[src/sio_pkg.sv]
package sio_pkg;

  // ****************************************************************
  // Widths
  // ****************************************************************
  localparam int ADDR_W = 8;
  localparam int DATA_W = 32;
  localparam int TORQ_W = 16;
  localparam int EV_W = 4;
  localparam int GOUT_W = 4;
  localparam int GIN_W = 8;

  // ****************************************************************
  // Frame positions of the I/O field
  // ****************************************************************
  localparam logic [7:0] IO_FIRST_BYTE = 8'h08;
  localparam logic [7:0] IO_LAST_BYTE = 8'h0B;

  // ****************************************************************
  // Command field bit positions
  // ****************************************************************
  localparam int CMD_FWD_CLAMP_BIT = 6;
  localparam int CMD_REV_CLAMP_BIT = 7;
  localparam int CMD_GOUT_LSB = 20;
  localparam logic [31:0] CMD_USED_MASK = 32'h00F000C0;

  // ****************************************************************
  // Response field bit positions
  // ****************************************************************
  localparam int IN_DECEL_BIT = 1;
  localparam int IN_FWD_OT_BIT = 2;
  localparam int IN_REV_OT_BIT = 3;
  localparam int IN_ESTOP_BIT = 7;
  localparam int IN_BRAKE_BIT = 9;
  localparam int IN_FWD_SOT_BIT = 10;
  localparam int IN_REV_SOT_BIT = 11;
  localparam int IN_PROFILE_DONE_BIT = 12;
  localparam int IN_CLOSE_BIT = 13;
  localparam int IN_SETTLED_BIT = 14;
  localparam int IN_HOME_BIT = 15;
  localparam int IN_TORQ_LIMITED_BIT = 16;
  localparam int IN_SPD_LIMITED_BIT = 17;
  localparam int IN_SPD_MATCH_BIT = 18;
  localparam int IN_GIN_LSB = 24;

  // ****************************************************************
  // Register offsets and reset values
  // ****************************************************************
  localparam logic [7:0] REG_FWD_CLAMP_PARAM = 8'h00;
  localparam logic [7:0] REG_REV_CLAMP_PARAM = 8'h04;
  localparam logic [7:0] REG_DRV_FWD_PARAM = 8'h08;
  localparam logic [7:0] REG_DRV_REV_PARAM = 8'h0C;
  localparam logic [7:0] REG_CMD_FIELD = 8'h10;
  localparam logic [7:0] REG_RSP_FIELD = 8'h14;
  localparam logic [7:0] REG_IRQ_STATUS = 8'h18;
  localparam logic [7:0] REG_IRQ_CLEAR = 8'h1C;
  localparam logic [7:0] REG_IRQ_ENABLE = 8'h20;
  localparam logic [15:0] TORQ_NO_CLAMP = 16'hFFFF;
  localparam logic [15:0] TORQ_PARAM_RST = 16'hFFFF;
  localparam logic [3:0] IRQ_ENABLE_RST = 4'h0;

  // ****************************************************************
  // Interrupt event bits
  // ****************************************************************
  localparam int EV_FIELD_TAKEN = 0;
  localparam int EV_FWD_OT_DONE = 1;
  localparam int EV_REV_OT_DONE = 2;
  localparam int EV_ESTOP = 3;

  typedef enum logic [1:0] {
    SIO_IDLE = 2'b00,
    SIO_HEAD = 2'b01,
    SIO_FIELD = 2'b11,
    SIO_TAIL = 2'b10
  } sio_rx_state_t;

  function automatic logic [15:0] sio_min2(input logic [15:0] a, input logic [15:0] b);
    return (a < b) ? a : b;
  endfunction

endpackage

[src/sio_clamp_min.sv]
`timescale 1ns/1ps
module sio_clamp_min (
  input wire logic sel,
  input wire logic [15:0] param_lim,
  input wire logic [15:0] cmd_lim,
  input wire logic [15:0] drv_lim,
  output logic [15:0] lim
);

  // The smallest of the three limits wins; with no select the torque is free.
  always_comb begin
    if (sel) begin
      lim = sio_pkg::sio_min2(sio_pkg::sio_min2(param_lim, cmd_lim), drv_lim);
    end else begin
      lim = sio_pkg::TORQ_NO_CLAMP;
    end
  end

endmodule // sio_clamp_min

[src/sio_in_pack.sv]
`timescale 1ns/1ps
module sio_in_pack (
  input wire logic homing_decel_switch,
  input wire logic fwd_hw_overtravel,
  input wire logic rev_hw_overtravel,
  input wire logic emergency_stop_flag,
  input wire logic holding_brake_applied,
  input wire logic fwd_sw_overtravel,
  input wire logic rev_sw_overtravel,
  input wire logic profile_output_done,
  input wire logic close_to_target,
  input wire logic position_settled,
  input wire logic home_position_flag,
  input wire logic torque_limited_flag,
  input wire logic speed_limited_flag,
  input wire logic speed_match_flag,
  input wire logic [7:0] general_inputs,
  output logic [31:0] field
);

  // Unsupported latch inputs and reserved positions stay zero.
  always_comb begin
    field = 32'h00000000;
    field[sio_pkg::IN_DECEL_BIT] = homing_decel_switch;
    field[sio_pkg::IN_FWD_OT_BIT] = fwd_hw_overtravel;
    field[sio_pkg::IN_REV_OT_BIT] = rev_hw_overtravel;
    field[sio_pkg::IN_ESTOP_BIT] = emergency_stop_flag;
    field[sio_pkg::IN_BRAKE_BIT] = holding_brake_applied;
    field[sio_pkg::IN_FWD_SOT_BIT] = fwd_sw_overtravel;
    field[sio_pkg::IN_REV_SOT_BIT] = rev_sw_overtravel;
    field[sio_pkg::IN_PROFILE_DONE_BIT] = profile_output_done;
    field[sio_pkg::IN_CLOSE_BIT] = close_to_target;
    field[sio_pkg::IN_SETTLED_BIT] = position_settled;
    field[sio_pkg::IN_HOME_BIT] = home_position_flag;
    field[sio_pkg::IN_TORQ_LIMITED_BIT] = torque_limited_flag;
    field[sio_pkg::IN_SPD_LIMITED_BIT] = speed_limited_flag;
    field[sio_pkg::IN_SPD_MATCH_BIT] = speed_match_flag;
    field[sio_pkg::IN_GIN_LSB +: sio_pkg::GIN_W] = general_inputs;
  end

endmodule // sio_in_pack

[src/sio_servo_io_fields.sv]
// Operation
// Command frame bytes 8 to 11 carry the output field; outputs come from them.
// A reported command alarm neither discards nor freezes either I/O field.
// Forward clamp select set: forward torque is smallest of three limits.
// Reverse clamp select set: reverse torque is smallest of three limits.
// Command bits 20 to 23 drive the four general outputs on or off.
// Response frame bytes 8 to 11 return the device's own signal states.
// Input bit 1 reports the homing deceleration switch.
// Input bit 2 is one while forward overtravel prohibits movement.
// Input bit 3 is one while reverse overtravel prohibits movement.
// Overtravel stop completion is judged from zero speed detection only.
// Input bit 7 is one while either safe torque off channel trips.
// Reserved bits are sent as zero and ignored on receipt.
//
// The register addresses and the strobed register port were chosen for this implementation.
`timescale 1ns/1ps
module sio_servo_io_fields (
  input wire logic ref_clk,
  input wire logic rst,
  // Register port.
  input wire logic [7:0] reg_addr,
  input wire logic [31:0] reg_wdata,
  input wire logic reg_wr,
  input wire logic reg_rd,
  output logic [31:0] reg_rdata,
  output logic irq,
  // Command frame byte stream.
  input wire logic cmd_sof,
  input wire logic cmd_byte_valid,
  input wire logic [7:0] cmd_byte,
  input wire logic cmd_eof,
  // Response frame byte requests.
  input wire logic rsp_req,
  input wire logic [7:0] rsp_index,
  output logic [7:0] rsp_data,
  output logic rsp_valid,
  // Drive side signals.
  input wire logic [15:0] commanded_torque_limit,
  input wire logic homing_decel_switch,
  input wire logic fwd_hw_overtravel,
  input wire logic rev_hw_overtravel,
  input wire logic safe_torque_off_a,
  input wire logic safe_torque_off_b,
  input wire logic zero_speed_detect,
  input wire logic holding_brake_applied,
  input wire logic fwd_sw_overtravel,
  input wire logic rev_sw_overtravel,
  input wire logic profile_output_done,
  input wire logic close_to_target,
  input wire logic position_settled,
  input wire logic home_position_flag,
  input wire logic torque_limited_flag,
  input wire logic speed_limited_flag,
  input wire logic speed_match_flag,
  input wire logic [7:0] general_inputs,
  // Decoded command outputs and stop status flags.
  output logic fwd_torque_clamp_sel,
  output logic rev_torque_clamp_sel,
  output logic [3:0] general_outputs,
  output logic [15:0] fwd_torque_clamp,
  output logic [15:0] rev_torque_clamp,
  output logic fwd_ot_stop_done,
  output logic rev_ot_stop_done,
  output logic emergency_stop_flag
);

  // ****************************************************************
  // State
  // ****************************************************************
  typedef struct packed {
    sio_pkg::sio_rx_state_t rx_state;
    logic [7:0] byte_idx;
    logic [31:0] shadow;
    logic [31:0] out_field;
    logic [15:0] fwd_param;
    logic [15:0] rev_param;
    logic [15:0] drv_fwd;
    logic [15:0] drv_rev;
    logic [15:0] fwd_clamp;
    logic [15:0] rev_clamp;
    logic [31:0] in_field;
    logic estop;
    logic fwd_done;
    logic rev_done;
    logic [3:0] ev_stat;
    logic [3:0] ev_en;
    logic [31:0] rdata;
    logic [7:0] rsp_data;
    logic rsp_valid;
    logic irq;
  } sio_state_t;

  sio_state_t st_reg;
  sio_state_t st_next;

  logic [15:0] fwd_lim;
  logic [15:0] rev_lim;
  logic [31:0] in_field_now;
  logic estop_now;
  logic fwd_done_now;
  logic rev_done_now;
  logic [3:0] ev_pulse;
  logic [1:0] field_lane;

  // ****************************************************************
  // Torque clamp selection
  // ****************************************************************
  // forward clamp minimum
  sio_clamp_min u_fwd_clamp (
    .sel(st_reg.out_field[sio_pkg::CMD_FWD_CLAMP_BIT]),
    .param_lim(st_reg.fwd_param),
    .cmd_lim(commanded_torque_limit),
    .drv_lim(st_reg.drv_fwd),
    .lim(fwd_lim)
  );

  // reverse clamp minimum
  sio_clamp_min u_rev_clamp (
    .sel(st_reg.out_field[sio_pkg::CMD_REV_CLAMP_BIT]),
    .param_lim(st_reg.rev_param),
    .cmd_lim(commanded_torque_limit),
    .drv_lim(st_reg.drv_rev),
    .lim(rev_lim)
  );

  // ****************************************************************
  // Response field
  // ****************************************************************
  // either channel trips stop
  assign estop_now = safe_torque_off_a | safe_torque_off_b;

  // stop done from zero speed
  assign fwd_done_now = fwd_hw_overtravel & zero_speed_detect;
  assign rev_done_now = rev_hw_overtravel & zero_speed_detect;

  // decel switch packed
  // forward overtravel packed
  // reverse overtravel packed
  sio_in_pack u_in_pack (
    .homing_decel_switch(homing_decel_switch),
    .fwd_hw_overtravel(fwd_hw_overtravel),
    .rev_hw_overtravel(rev_hw_overtravel),
    .emergency_stop_flag(estop_now),
    .holding_brake_applied(holding_brake_applied),
    .fwd_sw_overtravel(fwd_sw_overtravel),
    .rev_sw_overtravel(rev_sw_overtravel),
    .profile_output_done(profile_output_done),
    .close_to_target(close_to_target),
    .position_settled(position_settled),
    .home_position_flag(home_position_flag),
    .torque_limited_flag(torque_limited_flag),
    .speed_limited_flag(speed_limited_flag),
    .speed_match_flag(speed_match_flag),
    .general_inputs(general_inputs),
    .field(in_field_now)
  );

  // Byte offset within the I/O field, least significant byte first.
  assign field_lane = st_reg.byte_idx[1:0] - sio_pkg::IO_FIRST_BYTE[1:0];

  // ****************************************************************
  // Next state
  // ****************************************************************
  always_comb begin
    st_next = st_reg;
    ev_pulse = 4'h0;

    // Command frame receiver.
    case (st_reg.rx_state)
      sio_pkg::SIO_IDLE: begin
        if (cmd_byte_valid && cmd_sof) begin
          st_next.byte_idx = 8'h01;
          st_next.rx_state = sio_pkg::SIO_HEAD;
        end
      end
      sio_pkg::SIO_HEAD: begin
        if (cmd_byte_valid) begin
          st_next.byte_idx = st_reg.byte_idx + 8'h01;
          if (st_reg.byte_idx == sio_pkg::IO_FIRST_BYTE) begin
            st_next.shadow[7:0] = cmd_byte;
            st_next.rx_state = sio_pkg::SIO_FIELD;
          end
        end
        if (cmd_eof) begin
          st_next.rx_state = sio_pkg::SIO_IDLE;
        end
      end
      sio_pkg::SIO_FIELD: begin
        // take bytes 9 to 11; byte 8 is taken in SIO_HEAD
        if (cmd_byte_valid) begin
          st_next.byte_idx = st_reg.byte_idx + 8'h01;
          st_next.shadow[{field_lane, 3'b000} +: 8] = cmd_byte;
          if (st_reg.byte_idx == sio_pkg::IO_LAST_BYTE) begin
            st_next.rx_state = sio_pkg::SIO_TAIL;
          end
        end
        // A frame cut short inside the field leaves the old outputs alone.
        if (cmd_eof) begin
          if (st_next.rx_state == sio_pkg::SIO_TAIL) begin
            st_next.out_field = st_next.shadow & sio_pkg::CMD_USED_MASK;
            ev_pulse[sio_pkg::EV_FIELD_TAKEN] = 1'b1;
          end
          st_next.rx_state = sio_pkg::SIO_IDLE;
        end
      end
      sio_pkg::SIO_TAIL: begin
        if (cmd_byte_valid) begin
          st_next.byte_idx = st_reg.byte_idx + 8'h01;
        end
        if (cmd_eof) begin
          st_next.rx_state = sio_pkg::SIO_IDLE;
          // no alarm gating applied
          // reserved bits dropped
          st_next.out_field = st_reg.shadow & sio_pkg::CMD_USED_MASK;
          ev_pulse[sio_pkg::EV_FIELD_TAKEN] = 1'b1;
        end
      end
      default: begin
        st_next.rx_state = sio_pkg::SIO_IDLE;
      end
    endcase

    st_next.fwd_clamp = fwd_lim;
    st_next.rev_clamp = rev_lim;

    // response field refreshed
    st_next.in_field = in_field_now;
    st_next.estop = estop_now;
    st_next.fwd_done = fwd_done_now;
    st_next.rev_done = rev_done_now;

    // Rising status edges raise interrupt events.
    ev_pulse[sio_pkg::EV_FWD_OT_DONE] = fwd_done_now & ~st_reg.fwd_done;
    ev_pulse[sio_pkg::EV_REV_OT_DONE] = rev_done_now & ~st_reg.rev_done;
    ev_pulse[sio_pkg::EV_ESTOP] = estop_now & ~st_reg.estop;

    // Response bytes outside the field read zero.
    st_next.rsp_valid = rsp_req;
    st_next.rsp_data = 8'h00;
    if (rsp_req && (rsp_index >= sio_pkg::IO_FIRST_BYTE) &&
        (rsp_index <= sio_pkg::IO_LAST_BYTE)) begin
      // field bytes returned
      st_next.rsp_data = st_reg.in_field[{rsp_index[1:0], 3'b000} +: 8];
    end

    // Register writes.
    if (reg_wr) begin
      case (reg_addr)
        sio_pkg::REG_FWD_CLAMP_PARAM: begin
          st_next.fwd_param = reg_wdata[15:0];
        end
        sio_pkg::REG_REV_CLAMP_PARAM: begin
          st_next.rev_param = reg_wdata[15:0];
        end
        sio_pkg::REG_DRV_FWD_PARAM: begin
          st_next.drv_fwd = reg_wdata[15:0];
        end
        sio_pkg::REG_DRV_REV_PARAM: begin
          st_next.drv_rev = reg_wdata[15:0];
        end
        sio_pkg::REG_IRQ_ENABLE: begin
          st_next.ev_en = reg_wdata[3:0];
        end
        default: begin
        end
      endcase
    end

    // An event in the clearing cycle survives, so none is ever lost.
    if (reg_wr && (reg_addr == sio_pkg::REG_IRQ_CLEAR)) begin
      st_next.ev_stat = (st_reg.ev_stat & ~reg_wdata[3:0]) | ev_pulse;
    end else begin
      st_next.ev_stat = st_reg.ev_stat | ev_pulse;
    end
    st_next.irq = |(st_next.ev_stat & st_next.ev_en);

    // Register reads; data stand for one cycle only.
    st_next.rdata = 32'h00000000;
    if (reg_rd) begin
      case (reg_addr)
        sio_pkg::REG_FWD_CLAMP_PARAM: begin
          st_next.rdata[15:0] = st_reg.fwd_param;
        end
        sio_pkg::REG_REV_CLAMP_PARAM: begin
          st_next.rdata[15:0] = st_reg.rev_param;
        end
        sio_pkg::REG_DRV_FWD_PARAM: begin
          st_next.rdata[15:0] = st_reg.drv_fwd;
        end
        sio_pkg::REG_DRV_REV_PARAM: begin
          st_next.rdata[15:0] = st_reg.drv_rev;
        end
        sio_pkg::REG_CMD_FIELD: begin
          st_next.rdata = st_reg.out_field;
        end
        sio_pkg::REG_RSP_FIELD: begin
          st_next.rdata = st_reg.in_field;
        end
        sio_pkg::REG_IRQ_STATUS: begin
          st_next.rdata[3:0] = st_reg.ev_stat;
        end
        sio_pkg::REG_IRQ_ENABLE: begin
          st_next.rdata[3:0] = st_reg.ev_en;
        end
        default: begin
        end
      endcase
    end
  end

  // ****************************************************************
  // Registers
  // ****************************************************************
  always_ff @(posedge ref_clk or posedge rst) begin
    if (rst) begin
      st_reg.rx_state <= sio_pkg::SIO_IDLE;
      st_reg.byte_idx <= 8'h00;
      st_reg.shadow <= 32'h00000000;
      st_reg.out_field <= 32'h00000000;
      st_reg.fwd_param <= sio_pkg::TORQ_PARAM_RST;
      st_reg.rev_param <= sio_pkg::TORQ_PARAM_RST;
      st_reg.drv_fwd <= sio_pkg::TORQ_PARAM_RST;
      st_reg.drv_rev <= sio_pkg::TORQ_PARAM_RST;
      st_reg.fwd_clamp <= sio_pkg::TORQ_NO_CLAMP;
      st_reg.rev_clamp <= sio_pkg::TORQ_NO_CLAMP;
      st_reg.in_field <= 32'h00000000;
      st_reg.estop <= 1'b0;
      st_reg.fwd_done <= 1'b0;
      st_reg.rev_done <= 1'b0;
      st_reg.ev_stat <= 4'h0;
      st_reg.ev_en <= sio_pkg::IRQ_ENABLE_RST;
      st_reg.rdata <= 32'h00000000;
      st_reg.rsp_data <= 8'h00;
      st_reg.rsp_valid <= 1'b0;
      st_reg.irq <= 1'b0;
    end else begin
      st_reg <= st_next;
    end
  end

  // ****************************************************************
  // Outputs
  // ****************************************************************
  assign reg_rdata = st_reg.rdata;
  assign irq = st_reg.irq;
  assign rsp_data = st_reg.rsp_data;
  assign rsp_valid = st_reg.rsp_valid;
  assign fwd_torque_clamp_sel = st_reg.out_field[sio_pkg::CMD_FWD_CLAMP_BIT];
  assign rev_torque_clamp_sel = st_reg.out_field[sio_pkg::CMD_REV_CLAMP_BIT];
  // general outputs follow bits
  assign general_outputs = st_reg.out_field[sio_pkg::CMD_GOUT_LSB +: sio_pkg::GOUT_W];
  assign fwd_torque_clamp = st_reg.fwd_clamp;
  assign rev_torque_clamp = st_reg.rev_clamp;
  assign fwd_ot_stop_done = st_reg.fwd_done;
  assign rev_ot_stop_done = st_reg.rev_done;
  assign emergency_stop_flag = st_reg.estop;

endmodule // sio_servo_io_fields

[config.mk]
export PLATFORM = sky130hd
export DESIGN_NAME = sio_servo_io_fields
export DESIGN_NICKNAME = d
export VERILOG_FILES = /design/src/sio_pkg.sv /design/src/sio_clamp_min.sv /design/src/sio_in_pack.sv /design/src/sio_servo_io_fields.sv
export SDC_FILE = /design/constraint.sdc
export NUM_CORES = 1
export LEC_CHECK = 0
export BUFFER_PORTS_ARGS = -buffer_cell sky130_fd_sc_hd__buf_2
export CAP_MARGIN = 20
export CORE_MARGIN = 5
export CORE_UTILIZATION = 55
export DETAILED_ROUTE_END_ITERATION = 10
export PLACE_DENSITY = 0.78
export SYNTH_ARGS = -nofsm -noshare
export SYNTH_HDL_FRONTEND = slang
export SYNTH_SLANG_ARGS = --single-unit
[constraint.sdc]
create_clock -name ref_clk -period 16.75 [get_ports ref_clk]
set_input_delay 0.8375 -clock ref_clk [delete_from_list [all_inputs] [get_ports ref_clk]]
set_output_delay 0.8375 -clock ref_clk [all_outputs]
set_load 0.05 [all_outputs]
# --- Yosys cells after proc, flatten, opt, wreduce, memory -nomap -nowiden ---
# Cells that the tools add are included.
classes:
  shift: 3
  n_bitwise: 14
  eq_ne: 24
  add_sub_neg: 2
  order_cmp: 6
  n_reduce_logical: 19
  mux: 37
op_table:
  columns: ["operator", "n"]
  rows:
  - ["two-way mux 32 bit", 4]
  - ["two-way mux 16 bit", 6]
  - ["two-way mux 42 bit", 2]
  - ["case mux 12 bit (6 select lines)", 1]
  - ["< comparator 16 bit", 4]
  - ["case mux 32 bit (2 select lines)", 1]
  - ["case mux 10 bit (4 select lines)", 1]
  - ["bitwise mux 32 bit", 1]
  - ["equality test 8 x 4 -> 1 bit, second input constant", 4]
  - ["equality test 8 x 5 -> 1 bit, second input constant", 4]
  - ["two-way mux 8 bit", 4]
  - ["case mux 16 bit (2 select lines)", 1]
  - ["case mux 4 bit (8 select lines)", 1]
  - ["variable shift 8 x 7 -> 32 bit, first input constant", 1]
  - ["variable part select 32 x 6 -> 8 bit", 1]
  - ["variable part select 8 x 7 -> 32 bit", 1]
  - ["two-way mux 10 bit", 2]
  - ["!= test 2 bit, second input constant", 8]
  - ["case mux 8 bit (2 select lines)", 1]
  - ["AND reduction 4 bit", 4]
  - ["two-way mux 4 bit", 3]
  - ["two-way mux 2 bit", 5]
  - ["AND reduction 2 bit", 5]
  - ["adder 8 x 1 -> 8 bit, second input constant", 1]
  - ["other kinds (22)", 39]
word_totals:
  register_bits: 245
  input_bits: 104

# --- Logic depth before layout (Yosys ltp) ---
# Gate-level depths: netlist of run 1.
depth:
  ltp_word: 13
  mapped_depth: 18
  ltp_nobuf: 14

# --- Modules after synthesis ---
# Synthesis of run 1 repeated with hierarchy kept, for this count alone.
unflattened:
  cells_unflattened: 1076
  hier_area_um2: 11798.8
by_module_without_submodules:
  columns: ["module", "cells_per_inst", "area_each_um2", "instances"]
  rows:
  - ["sio_servo_io_fields", 618, 8564.5, 1]
  - ["sio_clamp_min (u_rev_clamp)", 211, 1524.0, 1]
  - ["sio_clamp_min (u_fwd_clamp)", 214, 1466.4, 1]
  - ["sio_in_pack", 33, 244.0, 1]

# --- Least setup slack after synthesis of run 1 ---
# OpenSTA, ideal clock, no wires.
synth_timing:
  path_kind: "in2reg"
  start: "in commanded_torque_limit[14]"
  end: "reg st_reg (netlist bit rev_torque_clamp[10])"
  path_stages: 18
  slack_ns: 11.900
  arrival_time_ns: 4.768
  path_buffers: 4
  t_required_ns: 16.668
  path_cell_list: "inv_1 ha_1 nand4_1 or3_1 buf_2 o41a_1 buf_6 clkbuf_1 nand4_1 nand2_1 ha_1 or4_1 a221oi_1 a21oi_1 a221oi_1 o31a_4 buf_12 mux2_4"
synth_between:
  elab_chain_len: 5
synth_lines:
  columns: ["element", "line", "rtl"]
  rows:
  - ["start, declared", "sio_servo_io_fields.sv:38", "input wire logic [15:0] commanded_torque_limit,"]
  - ["< comparator 16 bit", "sio_pkg.sv:78", "return (a < b) ? a : b;"]
  - ["two-way mux 16 bit (*)", "sio_pkg.sv:78", null]
  - ["< comparator 16 bit", "sio_pkg.sv:78", null]
  - ["two-way mux 16 bit (*)", "sio_pkg.sv:78", null]
  - ["two-way mux 16 bit (*)", "sio_clamp_min.sv:12", "if (sel) begin"]
  - ["named net rev_lim[10]", "sio_servo_io_fields.sv:97", "logic [15:0] rev_lim;"]
  - ["end signal, assigned", "sio_servo_io_fields.sv:337", "st_reg <= st_next;"]
  - ["end, declared", "sio_servo_io_fields.sv:93", "sio_state_t st_reg;"]
# Mark *: on every way through the listed nets, which the timed path passes. The rest lies on a longest branch.
# A chain may end at the register's enable or synchronous reset.

# --- Worst setup path in the final report of run 1 ---
layout_timing:
  start: "in commanded_torque_limit[15]"
  end: "reg st_reg (netlist bit fwd_torque_clamp[1])"
layout_between:
  elab_chain_len: 5
layout_lines:
  columns: ["element", "line", "rtl"]
  rows:
  - ["< comparator 16 bit", "sio_pkg.sv:78", null]
  - ["two-way mux 16 bit (*)", "sio_pkg.sv:78", null]
  - ["< comparator 16 bit", "sio_pkg.sv:78", null]
  - ["two-way mux 16 bit (*)", "sio_pkg.sv:78", null]
  - ["two-way mux 16 bit (*)", "sio_clamp_min.sv:12", null]
  - ["named net fwd_lim[1]", "sio_servo_io_fields.sv:96", "logic [15:0] fwd_lim;"]
# Marked as above.

==> flow_metrics.tcl, run 1 <==
set metrics [dict create \
    synthTopCellsByArea "dfstp_2 23%, dfrtp_1 22%, mux2_2 8.1%, ha_1 7.4%, buf_4 5.3%" \
    chipWidth_microns 150.5 \
    post-dp-hpwl_microns 20670 \
    n_fill_cell 1621 \
    grt_pass1_vias 7992 \
    setup-tns-final_ns 0 \
    grt_first_pass_wirelength_microns 43330 \
    core_sq_um 19460 \
    worstPathMaxFanout 17 \
    ys_async_sr_fraction 1.000 \
    start_kind "primary input" \
    antenna_found_initial 2 \
    grt_usage 0.2482 \
    relSlewSlack 0.2997 \
    cts-buffers-inserted 17 \
    power.net_switching_w 0.0005162 \
    fin_ws_ns 11.34 \
    post-route-min-period_ns 5.409 \
    cts_buffer_depth 2 \
    syn-num-nets 1198 \
    power_frac_comb 0.320 \
    r2r_slack_ns 11.46 \
    cap_violations 0 \
    clock_sinks 191 \
    place_ws_ns 11.09 \
    final.period_utilization 0.3229 \
    cts_tree "done" \
    largest_reg_flops 110 \
    grt_start_max_net_pins 110 \
    cts_resized 0 \
    seq_power_share 0.402 \
    drive_gt1_frac 0.3650 \
    hold_violations 0 \
    holdCritPathClass "register to register" \
    yosys.area.top_type "dfstp_2" \
    start_util 0.5582 \
    h-tree-depth 4 \
    crit_path_end_kind "register" \
    yosysSeqAreaShare 0.4510 \
    ys_ff_latch 191 \
    yosys_warnings 0 \
    worstPathRequired_ns 17.11 \
    cts_root_buffer "clkbuf_16" \
    finalWirelength_microns 27660 \
    seq_area_sq_um 4900 \
    avgSynthCellArea_sq_um 10.55 \
    p_leak_nw 5.709 \
    rsz0062_at_grt "false" \
    max_freq_mhz 184.9 \
    synth_ff_type "dfstp_2" \
    nNetsFinal 1262 \
    die_area_sq_um 22660 \
    syn_area_sq_um 10860 \
    synth.top_cell.area_share 0.2322 \
    port_buffers 165 \
    cts_setup_buffers 0 \
    tightest_slew_ns 1.047 \
    ys_types 71 \
    via_per_inst 5.940 \
    vias 8155 \
    ir_worst_vdd_mv 0.06983 \
    first_pass_iters 7 \
    insertion_delay_ns 0.43 \
    path_class "primary input to register" \
    drtIter0Drc 641 \
    io_pins 187 \
    synthesis.instances 1030 \
    die_h_microns 150.5 \
    synth_edf_count 0 \
    area_growth_pct 9.674 \
    rows 51 \
    drt.antenna.violating_nets 0 \
    setup_viol 0 \
    wl_per_cell_microns 20.15 \
    outcome "complete, no violations" \
    pwr-share-clk 0.278 \
    multi_input_area_sq_um 4925 \
    power.density_nw_per_um2 120.6 \
    grt-ovfl-total 0 \
    slew_violations 0 \
    hold_buffers 0 \
    crit_arrival_ns 5.77 \
    swShare 0.3593 \
    route.detailed.drc 0 \
    intPower_w 0.0009206 \
    place_congestion 0.9361 \
    skew_ns 0.01212 \
    cts.reportedPaths.clkPinSlew_ns 0.07 \
]
==> through the flow <==
| stage | area (sq um) | hold WS, ns | cells | utilization | total power [W] |
|---|---|---|---|---|---|
| after floorplan | 10860 | 0.4663 | 1030 | - | 0.0009839 |
| after global placement | 11270 | 0.4761 | 1337 | 0.5790 | 0.001032 |
| after detailed placement | 11270 | 0.4872 | 1337 | 0.5790 | 0.001038 |
| after CTS | 11850 | 0.4951 | 1369 | 0.6087 | 0.001440 |
| after global routing | 11920 | 0.4868 | 1373 | 0.6122 | 0.001501 |
| final | 11920 | 0.5024 | 1373 | 0.6122 | 0.001437 |
==> per-layer routing <==
layer  vias up  GRT usage  part of all wire
met3        65    0.04816             0.063
met5         -          0           0.00033
met1      4025     0.3180              0.41
li1       3755          -                 -
met2       308     0.4169              0.49
met4         2    0.09515             0.036
==> path summary, 6_finish.rpt <==
check | from | end | cells after the start
max in group asynchronous | rst | st_reg[141] | 4
setup reg to reg | st_reg[179] | fwd_torque_clamp[1] | 13
hold / removal | st_reg[70] | reg_rdata[17] | 1
hold reg to reg | st_reg[70] | reg_rdata[17] | 1
min in group asynchronous | rst | irq | 2
setup / recovery | commanded_torque_limit[15] | fwd_torque_clamp[1] | 15
==> critical path: stages <==
cell and delay [ns]:
buf_2 0.11, inv_1 0.06, ha_1 0.31, nand4_1 0.22, or3_1 0.47, o32ai_2 0.80
o21ai_0 0.27, nand2_1 0.14, ha_1 0.24, a21o_1 0.16, a21oi_1 0.22, o221ai_1 0.20
a2111o_1 0.46, a31oi_2 0.82, mux2_2 0.43
==> logic make-up after synthesis <==
kind of cell | share of synthesized area
compound gates | 0.1309
fa+ha+maj | 0.07371
buf+inv | 0.09570
flops | 0.4510
mux | 0.1227
other cells | 0.0003452
simple gates | 0.1256
==> cell type report <==
type / count / area share
Clock buffer: 20 / 0.03833
Multi-Input combinational cell: 646 / 0.4133
Inverter: 65 / 0.02090
Timing Repair Buffer: 173 / 0.07802
Tap cell: 265 / 0.02783
Sequential cell: 191 / 0.4112
Antenna cell: 1 / 0.0002100
Clock inverter: 12 / 0.01019
==> layout by cell type, fill, tap and decap left out, types with 6 or more instances in the layout <==
cell type  instances
a21o_1             8
a21oi_1           37
a222oi_1           9
a22o_1             6
a22oi_1           27
a31oi_1            9
and2_1             7
and3_1            23
buf_2            165
clkbuf_16         17
dfrtp_1           95
dfstp_2           96
ha_1              64
inv_1             64
mux2_1            15
mux2_2            78
mux2_4            10
mux2i_1            9
nand2_1           97
nand2b_1           7
nand3_1           58
nand4_1           24
nor2_1            25
nor2b_1            9
nor3_1             7
o21ai_0           35
o31ai_1           15
==> power groups by stage <==
stage	registers [W]	clock network (W)	logic [W]
after floorplan	0.000583	0	0.000400
after global placement	0.000591	0	0.000441
after detailed placement	0.000591	0	0.000447
after CTS	0.000584	0.000407	0.000448
after global routing	0.000583	0.000427	0.000491
final	0.000577	0.000400	0.000460
==> cells in the mapped netlist, types with 10 or more instances <==
cell type   n
a21oi_1    37
buf_4      77
nand4_1    24
a22oi_1    27
o21ai_0    35
ha_1       64
mux2_4     10
dfstp_2    96
nand2_1    97
mux2_1     15
inv_1      65
and3_1     23
dfrtp_1    95
clkbuf_1   43
o31ai_1    15
nand3_1    58
mux2_2     78
nor2_1     25
(Power assumes the default switching activity.)
==> run 2: changes to the inputs <==
==> constraint.sdc (replaced) <==
create_clock -name ref_clk -period 5.1 [get_ports ref_clk]
set_input_delay 0.255 -clock ref_clk [delete_from_list [all_inputs] [get_ports ref_clk]]
set_output_delay 0.255 -clock ref_clk [all_outputs]
set_load 0.05 [all_outputs]
==> run 2 against run 1 <==
Against the previous run:
- largest cell class unchanged
- first-iteration DRC count grew 6.9%
- hold slack worse by 0.51 ns
- final cell count up 2.0%
- via count up 0.45%
- sequential share of layout area fell by 0.92 points
- utilization is 1.4 points higher
- power increased to 3.3 times the previous value
- sequential power rose to 3.3 times the previous value
- clock-buffer cell count fell by 1
- register-to-register slack lost 11 ns
- the flow now finishes with violations (negative hold slack)
- clock skew shrank 0.0034 ns
==> flow_metrics.tcl, run 2 (synthesized netlist as in run 1, its figures left out) <==
set metrics [dict create \
    outcome "finished, violations left" \
    violations "negative hold slack" \
    die_area_sq_um 22660 \
    grt_first_pass_wirelength_microns 44530 \
    setup_viol 0 \
    area_growth_pct 12.20 \
    max_freq_mhz 213.8 \
    seq_area_sq_um 4900 \
    insertion_delay_ns 0.44 \
    p_leak_nw 5.816 \
    final.period_utilization 0.9169 \
    skew_ns 0.008697 \
    crit_arrival_ns 5.05 \
    n_fill_cell 1564 \
    die_h_microns 150.5 \
    power.density_nw_per_um2 389.2 \
    r2r_slack_ns 0.42 \
    grt_start_max_net_pins 107 \
    slew_violations 0 \
    drtIter0Drc 685 \
    route.detailed.drc 0 \
    start_kind "register" \
    drive_gt1_frac 0.3589 \
    nNetsFinal 1289 \
    worstPathMaxFanout 17 \
    cts_tree "done" \
    clock_sinks 191 \
    layout_commonest_cell "buf_2" \
    rsz0062_at_grt "false" \
    holdWs_ns -0.007265 \
    post-route-min-period_ns 4.676 \
    relSlewSlack 0.2559 \
    largest_reg_flops 110 \
    crit_end "rev_torque_clamp[15]" \
    hold_violations 11 \
    crit_path_end_kind "register" \
    worstPathRequired_ns 5.47 \
    post-dp-hpwl_microns 20960 \
    r2r_cells 14 \
    chipWidth_microns 150.5 \
    start_util 0.5582 \
    stdcell_area_sq_um 12190 \
    path_class "register to register" \
    hold_buffers 23 \
    antenna_found_initial 2 \
    cts-buffers-inserted 17 \
    cts_resized 0 \
    drt.antenna.violating_nets 0 \
    cts_root_buffer "clkbuf_16" \
    finalWirelength_microns 28150 \
    via_per_inst 5.847 \
    rows 51 \
    vias 8192 \
    first_pass_iters 7 \
    crit_start "st_reg[163]" \
    mostFrequentLayoutCells "165 x buf_2, 97 x nand2_1, 96 x dfstp_2" \
    reg2reg_to "rev_torque_clamp[15]" \
    ir_worst_vdd_mv 0.2823 \
    grt-ovfl-total 0 \
    finalPower_w 0.004744 \
    cts.reportedPaths.clkPinSlew_ns 0.08 \
    wl_per_cell_microns 20.09 \
    core_sq_um 19460 \
    cap_violations 0 \
    h-tree-depth 4 \
    multi_input_area_sq_um 4925 \
    cts_buffer_depth 2 \
    grt_pass1_vias 8262 \
    setup-tns-final_ns 0 \
    holdCritPathClass "primary input to async pin" \
    cts_setup_buffers 0 \
    place_congestion 0.9395 \
    worstReg2RegStart "st_reg[163]" \
    grt_usage 0.2558 \
    tightest_slew_ns 1.112 \
    dpl-instance-area_sq_um 11320 \
    io_pins 187 \
    port_buffers 165 \
]
run 2: worst min path at each step:
stage / startpoint / cells past startpoint / to / slack, ns
detailed placement: profile_output_done / 1 / st_reg[65] / 0.36
global route: safe_torque_off_a / 3 / st_reg[60] / 0.02
floorplan: rsp_req / 0 / rsp_valid / 0.29
CTS: safe_torque_off_a / 3 / st_reg[60] / 0.002
global placement: speed_match_flag / 1 / st_reg[71] / 0.36
finish: rst / 2 / reg_rdata[2] / -0.007
run 2: cell type report:
cell class,count,area share
clock inverters,13,0.01222
multi-input cells,646,0.4040
repair buffers,200,0.09834
flip-flops and latches,191,0.4020
clock buffers,19,0.03552
diodes,2,0.0004106
inverters,65,0.02032
well taps,265,0.02720
run 2: routing by layer:
layer	GRT usage	routed length, microns	vias to the layer above
met5	0	11	-
met4	0.1180	1166	2
met3	0.04756	1642	74
met2	0.4209	13650	313
met1	0.3280	11680	3983
li1	-	-	3820
run 2: report_power, final:
part,leakage [nW],total [W],switching (W),internal (W)
combinational,3.30,0.00154,0.000987,0.000549
clock,0.282,0.00130,0.000647,0.000655
sequential,2.23,0.00191,0.000113,0.00179
run 2: stage by stage:
| step | setup slack, ns | std cells | util |
|---|---|---|---|
| after floorplan | 0.7466 | 1030 | - |
| after global placement | 0.5189 | 1342 | 0.5815 |
| after detailed placement | 0.5397 | 1342 | 0.5815 |
| after CTS | 0.5221 | 1397 | 0.6232 |
| after global routing | 0.1667 | 1400 | 0.6262 |
| final | 0.4238 | 1401 | 0.6263 |
run 2: critical path, cell delays in order (launching register included):
cell,delay (ns)
dfstp_2,0.57
ha_1,0.16
nand4_1,0.15
or3_1,0.49
o41ai_4,0.99
o31ai_1,0.20
nand2_1,0.12
ha_1,0.25
a21o_1,0.19
a21oi_1,0.19
o221ai_1,0.16
a221oi_1,0.32
buf_4,0.18
o31a_4,0.28
mux2_1,0.35
==> run 3: changes to the inputs <==
--- a/config.mk
+++ b/config.mk
@@ -7,10 +7,13 @@
 export LEC_CHECK = 0
 export BUFFER_PORTS_ARGS = -buffer_cell sky130_fd_sc_hd__buf_2
 export CAP_MARGIN = 20
+export CELL_PAD_IN_SITES_DETAIL_PLACEMENT = 0
+export CELL_PAD_IN_SITES_GLOBAL_PLACEMENT = 1
 export CORE_MARGIN = 5
-export CORE_UTILIZATION = 55
+export CORE_UTILIZATION = 44
 export DETAILED_ROUTE_END_ITERATION = 10
-export PLACE_DENSITY = 0.78
+export PLACE_DENSITY_LB_ADDON = 0.1
+export SETUP_SLACK_MARGIN = 0.02
 export SYNTH_ARGS = -nofsm -noshare
 export SYNTH_HDL_FRONTEND = slang
 export SYNTH_SLANG_ARGS = --single-unit
==> run 3 against run 2 <==
Against the previous run:
- the flow now finishes without violations
- largest power group unchanged
- clock-buffer cell count down 2
- critical path depth unchanged
- final cell count increased by 4.4%
- sequential power barely moved
- via count shrank 1.2%
- register-to-register slack got worse by 0.09 ns
- setup slack got worse by 0.090 ns
- hold slack better by 0.038 ns
- design area rose by 1.3%
==> flow_metrics.tcl, run 3 (synthesized netlist as in run 1, its figures left out) <==
set metrics [dict create \
    dpl-instance-area_sq_um 11430 \
    outcome "complete, no violations" \
    drt.antenna.violating_nets 0 \
    cts.reportedPaths.clkPinSlew_ns 0.08 \
    relSlewSlack 0.2512 \
    power.density_nw_per_um2 402.3 \
    r2r_cells 14 \
    antennaDiodeCount 0 \
    slew_violations 0 \
    worstPathMaxFanout 17 \
    insertion_delay_ns 0.45 \
    tightest_slew_ns 1.121 \
    wl_per_cell_microns 21.46 \
    stdcell_area_sq_um 12350 \
    antenna_found_initial 2 \
    skew_ns 0.01232 \
    finalWirelength_microns 31380 \
    post-route-min-period_ns 4.766 \
    holdCritPathClass "primary input to register" \
    r2r_slack_ns 0.33 \
    n_fill_cell 2265 \
    holdPathEnd "fwd_ot_stop_done" \
    die_h_microns 167.1 \
    largest_reg_flops 110 \
    area_growth_pct 13.65 \
    place_ws_ns 0.3987 \
    vias 8092 \
    cts-buffers-inserted 17 \
    crit_arrival_ns 5.14 \
    reg2reg_to "rev_torque_clamp[15]" \
    first_pass_iters 6 \
    path_cells "ha_1 > nand4_1 > or3_1 > o41ai_4 > o31ai_1 > nand2_1 > ha_1 > a21o_1 > a21oi_1 > o221ai_1 > a221oi_1 > buf_4 > o31a_4 > mux2_1" \
    cap_violations 0 \
    port_buffers 165 \
    start_kind "register" \
    chipWidth_microns 167.1 \
    die_area_sq_um 27930 \
    p_leak_nw 5.868 \
    cts_setup_buffers 0 \
    grt_start_max_net_pins 192 \
    worstPathRequired_ns 5.48 \
    max_freq_mhz 209.8 \
    drtIter0Drc 695 \
    routed.top_layer "met5" \
    cts_root_buffer "clkbuf_16" \
    final.period_utilization 0.9345 \
    slowest_stage "o41ai_4" \
    core_sq_um 24320 \
    crit_path_end_kind "register" \
    drt-met1-wl_microns 14200 \
    start_util 0.4467 \
    grt_usage 0.2241 \
    grt_first_pass_wirelength_microns 48860 \
    ir_worst_vdd_mv 0.2338 \
    grt_pass1_vias 8251 \
    fin_ws_ns 0.3340 \
    worstHoldStart "zero_speed_detect" \
    cts_tree "done" \
    path_common_cell "ha_1" \
    nNetsFinal 1293 \
    place_congestion 0.8825 \
    rows 57 \
    wl_met3_microns 1351 \
    grt-ovfl-total 0 \
    clock_sinks 191 \
    io_pins 187 \
    route.detailed.drc 0 \
    layout_commonest_cell "buf_2" \
    rsz0062_at_grt "false" \
    whs_path_depth 3 \
    via_per_inst 5.535 \
    holdWs_ns 0.03119 \
    mostFrequentLayoutCells "165 x buf_2, 97 x nand2_1, 96 x dfstp_2" \
    setup-tns-final_ns 0 \
    h-tree-depth 4 \
    wl_met2_microns 15360 \
    path_class "register to register" \
    cts_buffer_depth 2 \
    worstReg2RegStart "st_reg[163]" \
    hold_violations 0 \
    slowest_delay_ns 0.92 \
    post-dp-hpwl_microns 22730 \
    setup_viol 0 \
    drive_gt1_frac 0.3612 \
]
-- run 3: power by group --
group	total (W)	switching, W	internal, W	leakage (nW)
logic	0.00157	0.00102	0.000551	3.33
registers	0.00193	0.000137	0.00180	2.23
clock network	0.00147	0.000738	0.000729	0.312
total	0.00497	0.00189	0.00308	5.87
-- run 3: how the worst max path moves through the flow --
stage	from	endpoint	slack, ns	cells after the start
after floorplan	st_reg[163]	rev_torque_clamp[10]	0.75	17
after global placement	commanded_torque_limit[14]	rev_torque_clamp[15]	0.41	16
after detailed placement	commanded_torque_limit[14]	rev_torque_clamp[15]	0.40	16
after CTS	st_reg[163]	rev_torque_clamp[15]	0.42	14
after global routing	st_reg[163]	rev_torque_clamp[15]	0.11	14
final	st_reg[163]	rev_torque_clamp[15]	0.33	14
-- run 3: stage by stage --
| stage | util | instances | power (W) |
|---|---|---|---|
| 2_1_floorplan | - | 1030 | 0.003232 |
| 3_3_place_gp | 0.4698 | 1404 | 0.003493 |
| 3_5_place_dp | 0.4698 | 1404 | 0.003491 |
| 4_1_cts | 0.5066 | 1461 | 0.004993 |
| 5_1_grt | 0.5077 | 1462 | 0.005215 |
| 6_report | 0.5077 | 1462 | 0.004967 |
-- run 3: final cells by class --
type / instances / area [sq um] / share of cell area
clock buffer: 17 / 425.4 / 0.03445
sequential: 191 / 4900 / 0.3968
tap: 324 / 405.4 / 0.03283
clock inverter: 15 / 217.7 / 0.01763
timing repair buffer: 204 / 1226 / 0.09931
multi-input combinational: 646 / 4925 / 0.3989
inverter: 65 / 247.7 / 0.02006
-- run 3: routing by layer --
| metal | global-route usage | up-vias |
|---|---|---|
| li1 | - | 3829 |
| met1 | 0.3009 | 4012 |
| met2 | 0.3781 | 211 |
| met3 | 0.04338 | 36 |
| met4 | 0.05258 | 4 |
| met5 | 0 | - |
-- run 3: what timing repair did --
| item | in CTS | in global routing |
|---|---|---|
| hold buffers | 25 | 0 |
| hold endpoints to repair | 24 | 0 |
| resized for setup | 0 | 0 |
-- run 3: worst max-delay path, delay by kind of cell (launching register included) --
kind | cells | cell delay [ns]
AOI/OAI and AO/OA | 7 | 2.34
buffers and inverters | 1 | 0.19
and+or+nand+nor | 3 | 0.82
muxes | 1 | 0.35
DFF | 1 | 0.57
adders and majority gates | 2 | 0.40
